==> src/ers_pkg.sv <==
// Package for the receive timestamp, link status and reset block.
// Assumes a single 100 MHz pclk domain and an APB register slave.
package ers_pkg;
	localparam int        TOD_V2_W       = 96;
	localparam int        TOD_SHORT_W    = 64;
	localparam int        LANES          = 4;
	localparam logic [11:0] ADDR_CTRL    = 12'h000;
	localparam logic [11:0] ADDR_STATUS  = 12'h004;
	localparam logic [11:0] ADDR_RSTCNT  = 12'h008;
	localparam logic [11:0] ADDR_SCRATCH = 12'h00C;
	localparam int        CTRL_LFG_BIT   = 0;
	localparam int        CTRL_UNI_BIT   = 1;
	localparam logic [1:0] CTRL_RESET    = 2'h0;
	localparam logic [31:0] SCRATCH_RESET = 32'h0000_0000;
	localparam int        RST_HOLD_CYC   = 10;
	localparam logic [3:0] RST_STAGES    = 4'h2;
	localparam int        CLK_PERIOD_NS  = 10;
	typedef enum logic [1:0] {
		ERS_FMT_V2,
		ERS_FMT_SHORT,
		ERS_FMT_BOTH
	} ers_fmt_t;
endpackage

==> src/ers_top.sv <==
// Receive arrival timestamps, link status levels and hard reset handling.
// Assumes status inputs are asynchronous pins; rx_sop and time come on pclk.
// Overview of operation
// - Present a 96-bit V2 arrival time for each received frame.
// - Present a 64-bit short arrival time for each received frame.
// - Timestamps appear for every frame, timing packet or not.
// - Timestamp value is valid in the cycle after start-of-packet.
// - Each timestamp valid strobe follows start-of-packet by exactly one cycle.
// - Each timestamp format exists only when the format setting selects it.
// - Status outputs are asynchronous levels to the consumer.
// - Lanes-stable asserts only when every transmit lane is stable.
// - Block lock asserts only when every receive lane has block lock.
// - Alignment ready asserts only when all receive lanes are aligned.
// - Local fault output follows receive MAC local fault detection.
// - Remote fault output follows receive MAC remote fault detection.
// - Fault and unidirectional outputs exist only with link fault generation.
// - Both unidirectional indicators held high when built with that feature and CTRL bit 1 is clear.
// - Three async active-low resets, each synchronized before use.
// - Reset exit signalled by alignment ready and lanes stable both high.
// - Transmit reset clears transmit side and drops lanes-stable.
// - Receive reset clears receive side and drops alignment ready.
// - Global reset clears both sides and the registers and drops both readiness outputs.
// - Global reset returns every register to its initial value.
// - Transmit and receive resets leave CTRL and SCRATCH untouched and increment RSTCNT.
`timescale 1ns/1ps
module ers_top #(
	parameter ers_pkg::ers_fmt_t TOD_FORMAT  = ers_pkg::ERS_FMT_BOTH,
	parameter bit                LINK_FAULT_GEN = 1'b1,
	parameter bit                UNIDIR_SUPPORT = 1'b1
) (
	input  wire logic                              pclk,
	input  wire logic                              presetn,
	input  wire logic                              tx_rst_n,
	input  wire logic                              rx_rst_n,
	input  wire logic                              csr_rst_n,
	input  wire logic                              psel,
	input  wire logic                              penable,
	input  wire logic                              pwrite,
	input  wire logic [11:0]                       paddr,
	input  wire logic [31:0]                       pwdata,
	output logic      [31:0]                       prdata,
	output logic                                   pready,
	output logic                                   pslverr,
	input  wire logic                              rx_sop,
	input  wire logic [ers_pkg::TOD_V2_W-1:0]      tod_v2,
	input  wire logic [ers_pkg::TOD_SHORT_W-1:0]   tod_short,
	input  wire logic [ers_pkg::LANES-1:0]         tx_lane_ok,
	input  wire logic [ers_pkg::LANES-1:0]         rx_lane_lock,
	input  wire logic [ers_pkg::LANES-1:0]         rx_lane_aligned,
	input  wire logic                              rx_local_fault,
	input  wire logic                              rx_remote_fault,
	output logic [ers_pkg::TOD_V2_W-1:0]           rx_arrival_time_v2,
	output logic                                   rx_arrival_time_v2_ok,
	output logic [ers_pkg::TOD_SHORT_W-1:0]        rx_arrival_time_short,
	output logic                                   rx_arrival_time_short_ok,
	output logic                                   tx_lanes_stable,
	output logic                                   rx_block_lock,
	output logic                                   rx_pcs_ready,
	output logic                                   local_fault_status,
	output logic                                   remote_fault_status,
	output logic                                   unidirectional_en,
	output logic                                   link_fault_gen_en
);
	import ers_pkg::*;

	localparam bit HAS_V2    = (TOD_FORMAT != ERS_FMT_SHORT);
	localparam bit HAS_SHORT = (TOD_FORMAT != ERS_FMT_V2);

	// Reset synchronisers: assert async, release through two flops
	logic [1:0] tx_rs_q;
	logic [1:0] rx_rs_q;
	logic [1:0] csr_rs_q;
	logic       tx_rst_ok;
	logic       rx_rst_ok;
	logic       csr_rst_ok;

	always_ff @(posedge pclk or negedge tx_rst_n) begin
		if (!tx_rst_n) begin
			tx_rs_q <= 2'h0;
		end else begin
			tx_rs_q <= {tx_rs_q[0], 1'b1};
		end
	end

	always_ff @(posedge pclk or negedge rx_rst_n) begin
		if (!rx_rst_n) begin
			rx_rs_q <= 2'h0;
		end else begin
			rx_rs_q <= {rx_rs_q[0], 1'b1};
		end
	end

	always_ff @(posedge pclk or negedge csr_rst_n) begin
		if (!csr_rst_n) begin
			csr_rs_q <= 2'h0;
		end else begin
			csr_rs_q <= {csr_rs_q[0], 1'b1};
		end
	end

	// Global reset overrides the side resets
	assign csr_rst_ok = csr_rs_q[1] & presetn;
	assign tx_rst_ok  = tx_rs_q[1] & csr_rst_ok;
	assign rx_rst_ok  = rx_rs_q[1] & csr_rst_ok;

	// Async status pins: two flops before use
	logic [LANES-1:0] txl_s1_q;
	logic [LANES-1:0] txl_s2_q;
	logic [LANES-1:0] rxk_s1_q;
	logic [LANES-1:0] rxk_s2_q;
	logic [LANES-1:0] rxa_s1_q;
	logic [LANES-1:0] rxa_s2_q;
	logic [1:0]       flt_s1_q;
	logic [1:0]       flt_s2_q;

	always_ff @(posedge pclk or negedge presetn) begin
		if (!presetn) begin
			txl_s1_q <= '0;
			txl_s2_q <= '0;
			rxk_s1_q <= '0;
			rxk_s2_q <= '0;
			rxa_s1_q <= '0;
			rxa_s2_q <= '0;
			flt_s1_q <= 2'h0;
			flt_s2_q <= 2'h0;
		end else begin
			txl_s1_q <= tx_lane_ok;
			txl_s2_q <= txl_s1_q;
			rxk_s1_q <= rx_lane_lock;
			rxk_s2_q <= rxk_s1_q;
			rxa_s1_q <= rx_lane_aligned;
			rxa_s2_q <= rxa_s1_q;
			flt_s1_q <= {rx_remote_fault, rx_local_fault};
			flt_s2_q <= flt_s1_q;
		end
	end

	// Register bank: held only by the global reset
	logic [1:0]  ctrl_q;
	logic [31:0] scratch_q;
	logic [7:0]  side_rst_cnt_q;
	logic        tx_ok_d1_q;
	logic        rx_ok_d1_q;
	logic        wr_en;
	logic        rd_en;
	logic        addr_ok;

	assign wr_en   = psel & penable & pwrite;
	assign rd_en   = psel & penable & ~pwrite;
	assign addr_ok = (paddr == ADDR_CTRL) || (paddr == ADDR_STATUS) ||
		(paddr == ADDR_RSTCNT) || (paddr == ADDR_SCRATCH);

	always_ff @(posedge pclk or negedge presetn) begin
		if (!presetn) begin
			ctrl_q    <= CTRL_RESET;
			scratch_q <= SCRATCH_RESET;
		end else if (!csr_rst_ok) begin
			ctrl_q    <= CTRL_RESET;
			scratch_q <= SCRATCH_RESET;
		end else if (wr_en) begin
			// Side resets do not touch these
			if (paddr == ADDR_CTRL) begin
				ctrl_q <= pwdata[1:0];
			end else if (paddr == ADDR_SCRATCH) begin
				scratch_q <= pwdata;
			end
		end
	end

	// Counts side-reset entries, tx and rx together in one count; the global reset clears it
	always_ff @(posedge pclk or negedge presetn) begin
		if (!presetn) begin
			tx_ok_d1_q     <= 1'b0;
			rx_ok_d1_q     <= 1'b0;
			side_rst_cnt_q <= 8'h00;
		end else begin
			tx_ok_d1_q <= tx_rst_ok;
			rx_ok_d1_q <= rx_rst_ok;
			if (!csr_rst_ok) begin
				side_rst_cnt_q <= 8'h00;
			end else if ((tx_ok_d1_q & ~tx_rst_ok) | (rx_ok_d1_q & ~rx_rst_ok)) begin
				side_rst_cnt_q <= side_rst_cnt_q + 8'h01;
			end
		end
	end

	// APB answers in the access cycle; no wait states
	always_ff @(posedge pclk or negedge presetn) begin
		if (!presetn) begin
			prdata  <= 32'h0000_0000;
			pready  <= 1'b0;
			pslverr <= 1'b0;
		end else begin
			pready  <= psel & ~penable;
			pslverr <= psel & ~penable & ~addr_ok;
			if (psel & ~penable & ~pwrite) begin
				if (paddr == ADDR_CTRL) begin
					prdata <= {30'h0, ctrl_q};
				end else if (paddr == ADDR_STATUS) begin
					prdata <= {25'h0, link_fault_gen_en, unidirectional_en,
						remote_fault_status, local_fault_status, rx_pcs_ready,
						rx_block_lock, tx_lanes_stable};
				end else if (paddr == ADDR_RSTCNT) begin
					prdata <= {24'h0, side_rst_cnt_q};
				end else if (paddr == ADDR_SCRATCH) begin
					prdata <= scratch_q;
				end else begin
					prdata <= 32'h0000_0000;
				end
			end else if (rd_en) begin
				prdata <= prdata;
			end else begin
				prdata <= 32'h0000_0000;
			end
		end
	end

	// Timestamps: registered on sop together with the strobe so value and strobe align.
	// Output registers give one cycle of latency to sop and time alike.
	always_ff @(posedge pclk or negedge presetn) begin
		if (!presetn) begin
			rx_arrival_time_v2    <= '0;
			rx_arrival_time_v2_ok <= 1'b0;
		end else if (!rx_rst_ok || !HAS_V2) begin
			rx_arrival_time_v2    <= '0;
			rx_arrival_time_v2_ok <= 1'b0;
		end else begin
			rx_arrival_time_v2_ok <= rx_sop;
			if (rx_sop) begin
				rx_arrival_time_v2 <= tod_v2;
			end
		end
	end

	always_ff @(posedge pclk or negedge presetn) begin
		if (!presetn) begin
			rx_arrival_time_short    <= '0;
			rx_arrival_time_short_ok <= 1'b0;
		end else if (!rx_rst_ok || !HAS_SHORT) begin
			rx_arrival_time_short    <= '0;
			rx_arrival_time_short_ok <= 1'b0;
		end else begin
			rx_arrival_time_short_ok <= rx_sop;
			if (rx_sop) begin
				rx_arrival_time_short <= tod_short;
			end
		end
	end

	// Status levels; consumers resynchronise them
	always_ff @(posedge pclk or negedge presetn) begin
		if (!presetn) begin
			tx_lanes_stable <= 1'b0;
		end else begin
			tx_lanes_stable <= tx_rst_ok & (&txl_s2_q);
		end
	end

	always_ff @(posedge pclk or negedge presetn) begin
		if (!presetn) begin
			rx_block_lock <= 1'b0;
			rx_pcs_ready  <= 1'b0;
		end else begin
			rx_block_lock <= rx_rst_ok & (&rxk_s2_q);
			rx_pcs_ready  <= rx_rst_ok & (&rxa_s2_q) & (&rxk_s2_q);
		end
	end

	// Fault outputs gated by the build option; software may also mask them
	always_ff @(posedge pclk or negedge presetn) begin
		if (!presetn) begin
			local_fault_status  <= 1'b0;
			remote_fault_status <= 1'b0;
			unidirectional_en   <= 1'b0;
			link_fault_gen_en   <= 1'b0;
		end else begin
			local_fault_status  <= LINK_FAULT_GEN & rx_rst_ok & flt_s2_q[0] &
				~ctrl_q[CTRL_LFG_BIT];
			remote_fault_status <= LINK_FAULT_GEN & rx_rst_ok & flt_s2_q[1] &
				~ctrl_q[CTRL_LFG_BIT];
			unidirectional_en   <= LINK_FAULT_GEN & UNIDIR_SUPPORT &
				~ctrl_q[CTRL_UNI_BIT];
			link_fault_gen_en   <= LINK_FAULT_GEN & UNIDIR_SUPPORT &
				~ctrl_q[CTRL_UNI_BIT];
		end
	end

endmodule // ers_top

==> config.mk <==
export PLATFORM = sky130hd
export DESIGN_NAME = ers_top
export DESIGN_NICKNAME = d
export VERILOG_FILES = /design/src/ers_pkg.sv /design/src/ers_top.sv
export SDC_FILE = /design/constraint.sdc
export NUM_CORES = 1
export LEC_CHECK = 0
export BUFFER_PORTS_ARGS = -buffer_cell sky130_fd_sc_hd__buf_2
export CAP_MARGIN = 20
export CORE_AREA = 2 2 166 168
export CTS_CLUSTER_SIZE = 8
export DETAILED_ROUTE_END_ITERATION = 10
export DIE_AREA = 0 0 168 170
export PLACE_DENSITY = 0.69
export SETUP_SLACK_MARGIN = 0.15
export SYNTH_ARGS = -nofsm -noshare
export SYNTH_HDL_FRONTEND = slang
export SYNTH_SLANG_ARGS = --single-unit
==> constraint.sdc <==
create_clock -name pclk -period 2.14 [get_ports pclk]
set_input_delay 0.107 -clock pclk [delete_from_list [all_inputs] [get_ports pclk]]
set_output_delay 0.107 -clock pclk [all_outputs]
set_load 0.02 [all_outputs]
# Yosys cells after proc, flatten, opt, wreduce, memory -nomap -nowiden
# Index checks and enable logic that the tools add are counted.
# word_totals
in_bits,227
regBits,279
# op_classes
muxes,20
n_eq_ne,10
n_addsub,1
bitwise_logic,27
reduce_logical,9
# ops
cell,n
$mux W32,10
$mux W96,2
$mux W64,2
$eq A12 B4 Y1 const B,2
$and A1 B1 Y1,19
$mux W8,2
$eq A12 B3 Y1 const B,1
$logic_not A12 Y1,1
$reduce_and A4 Y1,3
$ne A2 B1 Y1 const B,5
$add A8 B1 Y8 const B,1
$not A1 Y1,7
$mux W2,3
$ne A2 B2 Y1 const B,2
$logic_or A1 B1 Y1,3
$reduce_and A3 Y1,1
$reduce_and A2 Y1,1
$mux W1,1
$or A1 B1 Y1,1

# Logic depth before layout (Yosys ltp)
# Gate-level depths: netlist of the first run.
# depth
depth_word,7
ltp_mapped,7
mapped_depth_nobuf,5

# Least setup slack after synthesis of the first run
# No wires, ideal clock.
# synth_path
kind,register -> register
start,register csr_rs_q[1]
end,register side_rst_cnt_q[7]
path_stages_with_launch,6
t_required_ns,2.062
synth_period_minus_slack_ns,1.522
n_path_buf,1
setup_slack_ns,0.618
t_arrival_ns,1.444
cell_sequence,dfrtp_1 > o2bb2ai_2 > and3_4 > buf_6 > or4_1 > a21oi_1
# synth_via
elab_chain_len,6
# synth_rtl
element,line_no,source
start: declaration,ers_top.sv:72,logic [1:0] csr_rs_q;
start signal: assignment,ers_top.sv:97,"csr_rs_q <= {csr_rs_q[0], 1'b1};"
$and A1 B1 Y1 *,ers_top.sv:102,assign csr_rst_ok = csr_rs_q[1] & presetn;
"$and A1 B1 Y1, on equally long branches","ers_top.sv:103, ers_top.sv:104",
$not A1 Y1,ers_top.sv:181,end else if ((tx_ok_d1_q & ~tx_rst_ok) | (rx_ok_d1_q & ~rx_rst_ok)) begin
$and A1 B1 Y1,ers_top.sv:181,
$or A1 B1 Y1,ers_top.sv:181,
$ne A2 B1 Y1 (no line),--,
end signal: assignment,ers_top.sv:182,side_rst_cnt_q <= side_rst_cnt_q + 8'h01;
end: declaration,ers_top.sv:141,logic [7:0] side_rst_cnt_q;
# Mark *: on every way between the ends. The rest lies on a longest branch, timed or not.
# A chain may end at the register's enable or synchronous reset.

# Worst setup path after layout of the first run
# layout_path
start,input port paddr[10]
end,register pslverr
# layout_via
elab_chain_len,6
# layout_rtl
element,line_no,source
start: declaration,ers_top.sv:39,"input wire logic [11:0] paddr,"
$eq A12 B3 Y1 or $logic_not A12 Y1 (tied branches),ers_top.sv:150,assign addr_ok = (paddr == ADDR_CTRL) || (paddr == ADDR_STATUS) ||
$logic_or A1 B1 Y1 (2 in series),ers_top.sv:150,
$logic_or A1 B1 Y1 *,ers_top.sv:151,(paddr == ADDR_RSTCNT) || (paddr == ADDR_SCRATCH);
$not A1 Y1 *,ers_top.sv:195,pslverr <= psel & ~penable & ~addr_ok;
$and A1 B1 Y1 *,ers_top.sv:195,
end signal: assignment,ers_top.sv:195,
end: declaration,ers_top.sv:43,"output logic pslverr,"
# Marks and branches as above.

==> results.tsv, run 1 <==
stage	metric	value	unit
synth	Synth area leader	dfrtp_1	
timing	final setup fails	0	
setup_path	critical path capture point type	register	
clock_tree	CTS tree	yes	
setup_path	worst-path maximum fanout	4	
placed_design	dpl hpwl	22.26	mm
grt	initial antenna violation count	7	
timing	Tmin final	1939	ps
grt	first-pass GRT wire length	54.90	mm
power	leakage power	8.849	nW
synth	Adder-Cell Fraction of Synth Area	0.1156	%
drt	DRT Pass-1 Iters	7	
clock_tree	H-tree depth	2	
drt	drt total wl	36.02	mm
synth	register bit total from synthesis	279	
grt	grt ovf	0	
synth	top cell type's share of synthesized area	64.52	%
clock_tree	CTS buffer count	40	
placed_design	IO buf count	429	
grt	largest net degree at the start of global routing	134	
clock_tree	# clock sinks	279	
timing	RSZ-0062 raised after global routing	false	
synth	Post-synth EDFFs	0	
power	pwr/cell area	725.1	nW/µm²
synth	Syn. warnings	0	
timing	Slew @ Worst Pin	779.6	ps
clock_tree	clk slew on worst S/H paths	50	ps
synth	Synth Cell Area	10820	µm²
floorplanning	Initial Util	40.60	%
job	Max Cap Viol	0	
synth	sequential area share after synthesis	64.52	%
drt	routed len/inst	18.92	µm
grt	gr usage total	24.64	%
floorplanning	I/O pin cnt	430	
synth	commonest register cell after synthesis	dfrtp_1	
synth	Synth Area in XOR/XNOR	0.3238	%
floorplanning	Cell Rows	60	
layout	fillers	1974	
synth	post-synthesis compound-gate area fraction	5.308	%
timing	Final Hold Viols	0	
timing	period utilisation layout	90.59	%
synth	simple-gate share of the synthesized area	11.62	%
floorplanning	core area	26650	µm²
layout	NumNets Final	1783	
timing	total negative slack	0	ps
drt	Vias	9546	
timing	final worst setup slack	201.4	ps
setup_path	Worst EP required	2510	ps
timing	Max-slew headroom	48.03	%
setup_path	Critical Path Start	paddr[10]	
setup_path	WS Path Type	in2reg	
synth	post-synthesis area per instance	12.08	µm²
synth	Netlist cell types	40	
setup_path	WP data arrival	2310	ps
layout	area grow syn2layout	54.29	%
synth	largest family of logic cells by synthesized area	multiplexers	
synth	Syn Inst Count	896	
grt	number of global-route vias before repair	10182	
floorplanning	width of the die	168	µm
placed_design	global placement routability congestion	0.8415	
drt	via/cell ratio	5.014	
min_path	Hold WC Path Type	in2async	
synth	multiplexer share of the synthesized area	15.18	%
synth	async set-or-reset flop fraction in the synthesized netlist	100.0	%
status	outcome	complete, no violations	
drt	drt initial violations	647	
synth	synth top area cells	dfrtp_1 65%, mux2i_1 15%, nor2_1 6.2%	
timing	Clock Skews	15.70	ps
placed_design	post-place setup slack	464.3	ps
timing	Fmax	0.5158	GHz
clock_tree	clk_lat worst skew	510	ps
setup_path	crit path launch type	input pin	
layout	layout cell share with drive strength beyond 1	32.41	%
clock_tree	CTS Buffer Depth	3	
clock_tree	root buffer cell	clkbuf_16	
floorplanning	Die Area	28560	µm²
drt	number of remaining DRC errors	0	
timing	max-slew violations	0	
drt	Antenna Nets Post-Route	0	
power	peak supply drop	0.5876	mV
setup_path	r2r startpoint	csr_rs_q[1]$_DFF_PN0_	
floorplanning	die height	170	µm
cells in the mapped netlist (5+ instances only):
master / number
dfrtp_1: 279
nor2_1: 179
mux2i_1: 163
nand2_1: 76
a21oi_1: 46
clkbuf_1: 27
a22o_1: 26
buf_2: 19
inv_1: 7
nand4_1: 6
buf_1: 5
buf_4: 5
flip-flops by register name (all words and copies together) (netlist names), 2 cells and up:
signal                 count
rxa_s1_q                   4
scratch_q                 32
rxa_s2_q                   4
tx_rs_q                    2
rx_arrival_time_v2        96
txl_s2_q                   4
ctrl_q                     2
rxk_s1_q                   4
flt_s1_q                   2
side_rst_cnt_q             8
rx_arrival_time_short     64
flt_s2_q                   2
csr_rs_q                   2
txl_s1_q                   4
rxk_s2_q                   4
rx_rs_q                    2
prdata                    32
path summary, 6_finish.rpt:
check / cells after the start / endpoint / slack (ps)
hold / removal: 2 / tx_ok_d1_q$_DFF_PN0_ / 60
max in group asynchronous: 3 / rx_arrival_time_short[63]$_DFFE_PN0P_ / 1090
setup / recovery: 6 / pslverr$_DFF_PN0_ / 200
hold reg to reg: 0 / flt_s2_q[1]$_DFF_PN0_ / 350
min in group pclk: 3 / prdata[2]$_DFFE_PN0P_ / 80
setup reg to reg: 4 / side_rst_cnt_q[7]$_DFFE_PN0P_ / 580
metrics by stage:
stage / area [µm²] / utilization, % / std cells / power [mW] / hold WS (ps)
floorplan: 10830 / - / 898 / 5.924 / -188.6
global placement: 13400 / 50.28 / 1629 / 6.404 / -105.7
detailed placement: 13400 / 50.28 / 1629 / 6.415 / -104.2
CTS: 16640 / 62.45 / 1892 / 12.20 / 43.38
global route: 16690 / 62.63 / 1903 / 12.56 / 57.19
finish: 16690 / 62.64 / 1904 / 12.11 / 62.78
cells in the final DEF, fill, tap and decap left out, drive strengths merged, types with 3 or more instances in the layout:
master	instances
a21oi	46
a22o	26
a31oi	4
buf	453
clkbuf	42
conb	3
dfrtp	279
diode	8
dlygate4sd3	220
inv	7
mux2i	163
nand2	76
nand3	4
nand4	7
nor2	180
nor3b	4
nor4	5
o21ai	4
o31ai	4
o41ai	3
xnor2	4
repair_timing:
item                       CTS  global route
gates resized for setup      0             1
setup endpoints to repair    0             1
hold endpoints to repair   492             0
hold buffers               221             0
buffers inserted             0             4
layout make-up:
| class | instances | area (µm²) | share of cell area [%] |
|---|---|---|---|
| inverter | 7 | 26.28 | 0.1574 |
| multi-input combinational | 553 | 3548 | 21.25 |
| antenna | 8 | 20.02 | 0.1199 |
| timing repair buffer | 674 | 4662 | 27.92 |
| clock buffer | 42 | 1030 | 6.168 |
| tap | 341 | 426.7 | 2.556 |
| sequential | 279 | 6982 | 41.82 |
cell families (layout without fill, tap and decap cells):
kind of cell | after synthesis | count (layout)
and+or+nand+nor | 293 | 293
DFF | 279 | 279
muxes | 164 | 164
AOI/OAI and AO/OA | 88 | 88
buffers and inverters | 66 | 723
xor gates and xnor gates | 4 | 4
adders and majority gates | 1 | 1
other | 1 | 11
power by group:
group / leakage (nW) / switching, mW / total (mW) / internal (mW)
sequential: 3.79 / 0.0479 / 5.43 / 5.38
clock: 0.506 / 2.08 / 5.41 / 3.34
combinational: 4.55 / 0.618 / 1.26 / 0.647
total: 8.85 / 2.74 / 12.1 / 9.36
routing by layer:
layer	global-route usage, %	vias to the layer above	wire length, µm
met2	42.74	456	18400
met3	7.233	105	2866
li1	-	4343	-
met4	10.51	0	1337
met1	28.56	4642	13420
met5	0	-	0
worst max-delay path: stages:
cell and delay [ps]:
dlygate4sd3_1 550, buf_2 140, nor4_4 280, dlygate4sd3_1 600
a31oi_1 80, dlygate4sd3_1 560
(Power assumes the default switching activity.)
==> run 2, diff against run 1 <==
- PLACE_DENSITY: 0.69 -> not set
- PLACE_DENSITY_LB_ADDON: not set -> 0.08
==> results.tsv, run 2 (same netlist as run 1, synthesis figures left out) <==
stage	metric	value	unit
clock_tree	root buffer cell	clkbuf_16	
layout	commonest non-fill, non-tap cells in the layout	427 x buf_2, 279 x dfrtp_1, 221 x dlygate4sd3_1	
floorplanning	I/O pin cnt	430	
setup_path	crit path launch type	input pin	
layout	Finished Cell Area	16620	µm²
timing	RSZ-0062 raised after global routing	false	
power	pwr/cell area	726.1	nW/µm²
placed_design	global placement routability congestion	0.7915	
setup_path	critical path capture point type	register	
placed_design	post-place setup slack	435.4	ps
layout	NumNets Final	1775	
clock_tree	clk_lat worst skew	500	ps
layout	area grow syn2layout	53.61	%
placed_design	DP Area	13370	µm²
clock_tree	Resize count post-CTS	0	
clock_tree	CTS tree	yes	
drt	DRT Pass-1 Iters	4	
drt	drt initial violations	581	
power	peak supply drop	0.5137	mV
timing	total negative slack	0	ps
floorplanning	die height	170	µm
timing	Final Hold Viols	0	
placed_design	dpl hpwl	21.63	mm
clock_tree	CTS Buffer Depth	3	
floorplanning	Cell Rows	60	
clock_tree	CTS buffer count	40	
grt	first-pass GRT wire length	51.49	mm
floorplanning	Die Area	28560	µm²
grt	number of global-route vias before repair	9444	
timing	period utilisation layout	89.58	%
layout	Biggest register	rx_arrival_time_v2	
floorplanning	width of the die	168	µm
clock_tree	H-tree depth	2	
timing	Fmax	0.5217	GHz
drt	number of remaining DRC errors	0	
drt	Antenna Nets Post-Route	0	
setup_path	worst-path maximum fanout	6	
clock_tree	clk slew on worst S/H paths	50	ps
grt	initial antenna violation count	1	
timing	max-slew violations	0	
drt	routed len/inst	17.46	µm
min_path	Hold WC Path Type	in2async	
grt	gr usage total	22.78	%
timing	final worst setup slack	223.1	ps
timing	Tmin final	1917	ps
drt	Vias	9095	
placed_design	IO buf count	429	
drt	drt total wl	33.03	mm
setup_path	Worst EP required	2520	ps
grt	grt ovf	0	
drt	via/cell ratio	4.807	
layout	layout cell share with drive strength beyond 1	32.06	%
status	outcome	complete, no violations	
timing	Max-slew headroom	51.02	%
power	leakage power	8.796	nW
timing	Slew @ Worst Pin	734.7	ps
timing	Clock Skews	13.77	ps
layout	max reg flops	96	
layout	most common cell after layout, fill and taps aside	buf_2	
setup_path	WS Path Type	in2reg	
setup_path	WP data arrival	2300	ps
layout	largest registers	rx_arrival_time_v2: 96 flops, rx_arrival_time_short: 64 flops	
timing	final setup fails	0	
floorplanning	core area	26650	µm²
clock_tree	# clock sinks	279	
job	Max Cap Viol	0	
grt	largest net degree at the start of global routing	137	
floorplanning	Initial Util	40.60	%
-- run 2: path summary, 6_finish.rpt --
path	startpoint	slack (ps)	cells past startpoint	to
worst max-delay path	paddr[10]	220	6	pslverr$_DFF_PN0_
worst min-delay path	presetn	30	2	prdata[3]$_DFFE_PN0P_
worst min register to register	txl_s1_q[3]$_DFF_PN0_	330	0	txl_s2_q[3]$_DFF_PN0_
max in group asynchronous	presetn	1160	3	rx_arrival_time_v2[87]$_DFFE_PN0P_
worst max register to register	csr_rs_q[1]$_DFF_PN0_	610	4	side_rst_cnt_q[7]$_DFFE_PN0P_
min in group pclk	paddr[2]	90	3	prdata[2]$_DFFE_PN0P_
-- run 2: layout make-up --
class	instances	area, µm²
Antenna cell	4	10.01
Clock buffer	42	1030
Fill cell	2108	10030
Inverter	7	26.28
Multi-Input combinational cell	553	3548
Sequential cell	279	6982
Tap cell	341	426.7
Timing Repair Buffer	666	4598
-- run 2: per-layer routing --
layer	GRT usage, %	wire length (µm)	up-vias
met5	0	0	-
met4	6.843	777	0
met3	6.233	2342	56
met2	38.38	16300	326
met1	28.87	13610	4402
li1	-	-	4311
-- run 2: report_power, final --
group | switching, mW | internal, mW | leakage [nW]
sequential | 0.0424 | 5.38 | 3.79
clock | 2.08 | 3.34 | 0.506
combinational | 0.587 | 0.639 | 4.50
-- run 2: repair_timing --
| item | in CTS | in global routing |
|---|---|---|
| hold endpoints to repair | 492 | 0 |
| hold buffers | 221 | 0 |
| setup buffers | 0 | 0 |
-- run 2: worst max-delay path, cell delays in order --
cell and delay [ps]:
dlygate4sd3_1 530, buf_2 130, nor4_4 270, dlygate4sd3_1 620
a31oi_1 80, dlygate4sd3_1 560
-- run 2: metrics by stage --
step	total power [mW]	hold WS [ps]	util (%)	cells
CTS	12.26	3.574	62.33	1888
floorplan	5.924	-188.6	-	898
global placement	6.407	-106.0	50.16	1625
global route	12.56	21.79	62.34	1889
detailed placement	6.410	-103.7	50.16	1625
finish	12.07	30.99	62.37	1892
==> run 3, diff against run 2 <==
- HOLD_SLACK_MARGIN: not set -> 0.12
==> results.tsv, run 3 (same netlist as run 1, synthesis figures left out) <==
stage	metric	value	unit
timing	Clock Skews	15.64	ps
layout	commonest non-fill, non-tap cells in the layout	427 x buf_2, 279 x dfrtp_1, 230 x dlygate4sd3_1	
drt	drt total wl	33.18	mm
status	outcome	complete, no violations	
floorplanning	I/O pin cnt	430	
power	pwr/cell area	721.7	nW/µm²
clock_tree	H-tree depth	2	
timing	RSZ-0062 raised after global routing	true	
layout	Biggest register	rx_arrival_time_v2	
timing	Hold Slack	80.95	ps
grt	initial antenna violation count	1	
setup_path	r2r startpoint	ctrl_q[0]$_DFFE_PN0P_	
grt	number of global-route vias before repair	9491	
drt	via/cell ratio	4.811	
grt	gr usage total	22.90	%
layout	area grow syn2layout	54.73	%
layout	layout cell share with drive strength beyond 1	32.03	%
drt	number of remaining DRC errors	0	
timing	Fmax	0.5100	GHz
clock_tree	# clock sinks	279	
power	leakage power	8.840	nW
timing	Slew @ Worst Pin	735.8	ps
timing	total negative slack	0	ps
floorplanning	die height	170	µm
setup_path	Top cell by count, worst path	dlygate4sd3_1	
floorplanning	Die Area	28560	µm²
setup_path	crit-path cells	dlygate4sd3_1, buf_2, nor2b_1, dlygate4sd3_1, inv_1, a31oi_1, dlygate4sd3_1	
setup_path	WP data arrival	2400	ps
layout	largest registers	rx_arrival_time_v2: 96 flops, rx_arrival_time_short: 64 flops	
setup_path	critical path capture point type	register	
setup_path	WS Path Type	in2reg	
grt	largest net degree at the start of global routing	137	
setup_path	Critical Path Start	penable	
min_path	hold path start	paddr[9]	
grt	first-pass GRT wire length	51.78	mm
timing	max-slew violations	0	
clock_tree	CTS tree	yes	
setup_path	worst-path maximum fanout	3	
layout	most common cell after layout, fill and taps aside	buf_2	
timing	Final Hold Viols	0	
clock_tree	CTS buffer count	40	
clock_tree	clk slew on worst S/H paths	50	ps
drt	drt initial violations	585	
clock_tree	root buffer cell	clkbuf_16	
drt	Antenna Nets Post-Route	0	
timing	final worst setup slack	179.4	ps
timing	period utilisation layout	91.62	%
setup_path	CP Buf/Inv Count	5	
floorplanning	Cell Rows	60	
setup_path	crit path launch type	input pin	
placed_design	IO buf count	429	
setup_path	CP max-delay cell	dlygate4sd3_1	
floorplanning	Initial Util	40.60	%
layout	max reg flops	96	
clock_tree	CTS Buffer Depth	3	
job	Max Cap Viol	0	
min_path	Hold WC Path Type	in2reg	
setup_path	CP max stage delay	640	ps
timing	final setup fails	0	
setup_path	RR Endpoint	prdata[0]$_DFFE_PN0P_	
setup_path	flop-to-flop setup slack	460	ps
setup_path	crit-path leading delay family	buffers and inverters	
timing	Tmin final	1961	ps
timing	Max-slew headroom	50.94	%
setup_path	Worst EP required	2580	ps
min_path	worst hold endpoint	prdata[2]$_DFFE_PN0P_	
floorplanning	width of the die	168	µm
min_path	worst hold path depth	4	
setup_path	worst-case reg-to-reg path depth	5	
layout	NumNets Final	1786	
drt	Vias	9160	
drt	routed len/inst	17.43	µm
placed_design	post-place setup slack	435.4	ps
grt	grt ovf	0	
clock_tree	clk_lat worst skew	510	ps
layout	fillers	2098	
placed_design	global placement routability congestion	0.7915	
placed_design	dpl hpwl	21.63	mm
floorplanning	core area	26650	µm²
power	peak supply drop	0.5114	mV
drt	DRT Pass-1 Iters	4	
run 3: changes by cell type in the layout (fill, tap and decap cells not counted), sizes merged:
cell | before | now
buf | 444 | 446
diode | 4 | 5
dlygate4sd3 | 221 | 230
run 3: power by group:
part	internal, mW	switching, mW	total [mW]
registers	5.38	0.0423	5.42
logic	0.647	0.590	1.24
clock network	3.34	2.09	5.42
total	9.36	2.72	12.1
run 3: final cells by class:
cell class / instances / area [µm²] / area share (%)
Sequential cell: 279 / 6982 / 41.70
Multi-Input combinational cell: 553 / 3562 / 21.28
Clock buffer: 42 / 1030 / 6.151
Inverter: 7 / 26.28 / 0.1569
Timing Repair Buffer: 677 / 4703 / 28.09
Antenna cell: 5 / 12.51 / 0.07473
Tap cell: 341 / 426.7 / 2.548
run 3: worst max-delay path by stage:
stage	cells after the start	to	slack, ps
final	7	pslverr$_DFF_PN0_	180
after global routing	7	pslverr$_DFF_PN0_	110
after CTS	6	prdata[1]$_DFFE_PN0P_	150
after detailed placement	6	prdata[18]$_DFFE_PN0P_	440
after global placement	6	prdata[12]$_DFFE_PN0P_	480
after floorplan	5	side_rst_cnt_q[7]$_DFFE_PN0P_	620
run 3: metal layers:
layer	routed length [µm]	vias up	global-route usage, %
met2	16400	326	38.61
met4	787	0	6.843
met3	2369	56	6.209
li1	-	4334	-
met1	13620	4444	29.04
met5	0	-	0
run 3: metrics by stage:
step / power [mW] / util [%] / cell area, µm² / cells
6_report: 12.08 / 62.82 / 16740 / 1904
3_3_place_gp: 6.407 / 50.16 / 13370 / 1625
2_1_floorplan: 5.924 / - / 10830 / 898
5_1_grt: 12.57 / 62.78 / 16730 / 1900
4_1_cts: 12.27 / 62.55 / 16670 / 1894
3_5_place_dp: 6.410 / 50.16 / 13370 / 1625
run 3: worst reg2reg max path, stage by stage (launching register included):
cell and delay (ps):
dfrtp_1 420, nor4_1 250, a21oi_1 60, o21ai_0 190, o31ai_1 90, dlygate4sd3_1 550
run 3: timing repair:
| action | in CTS | in global routing |
|---|---|---|
| endpoints found under the hold margin | 497 | 4 |
| hold buffers | 227 | 3 |
| resized for setup | 0 | 2 |
| setup endpoints to repair | 0 | 2 |
| buffers inserted | 0 | 2 |
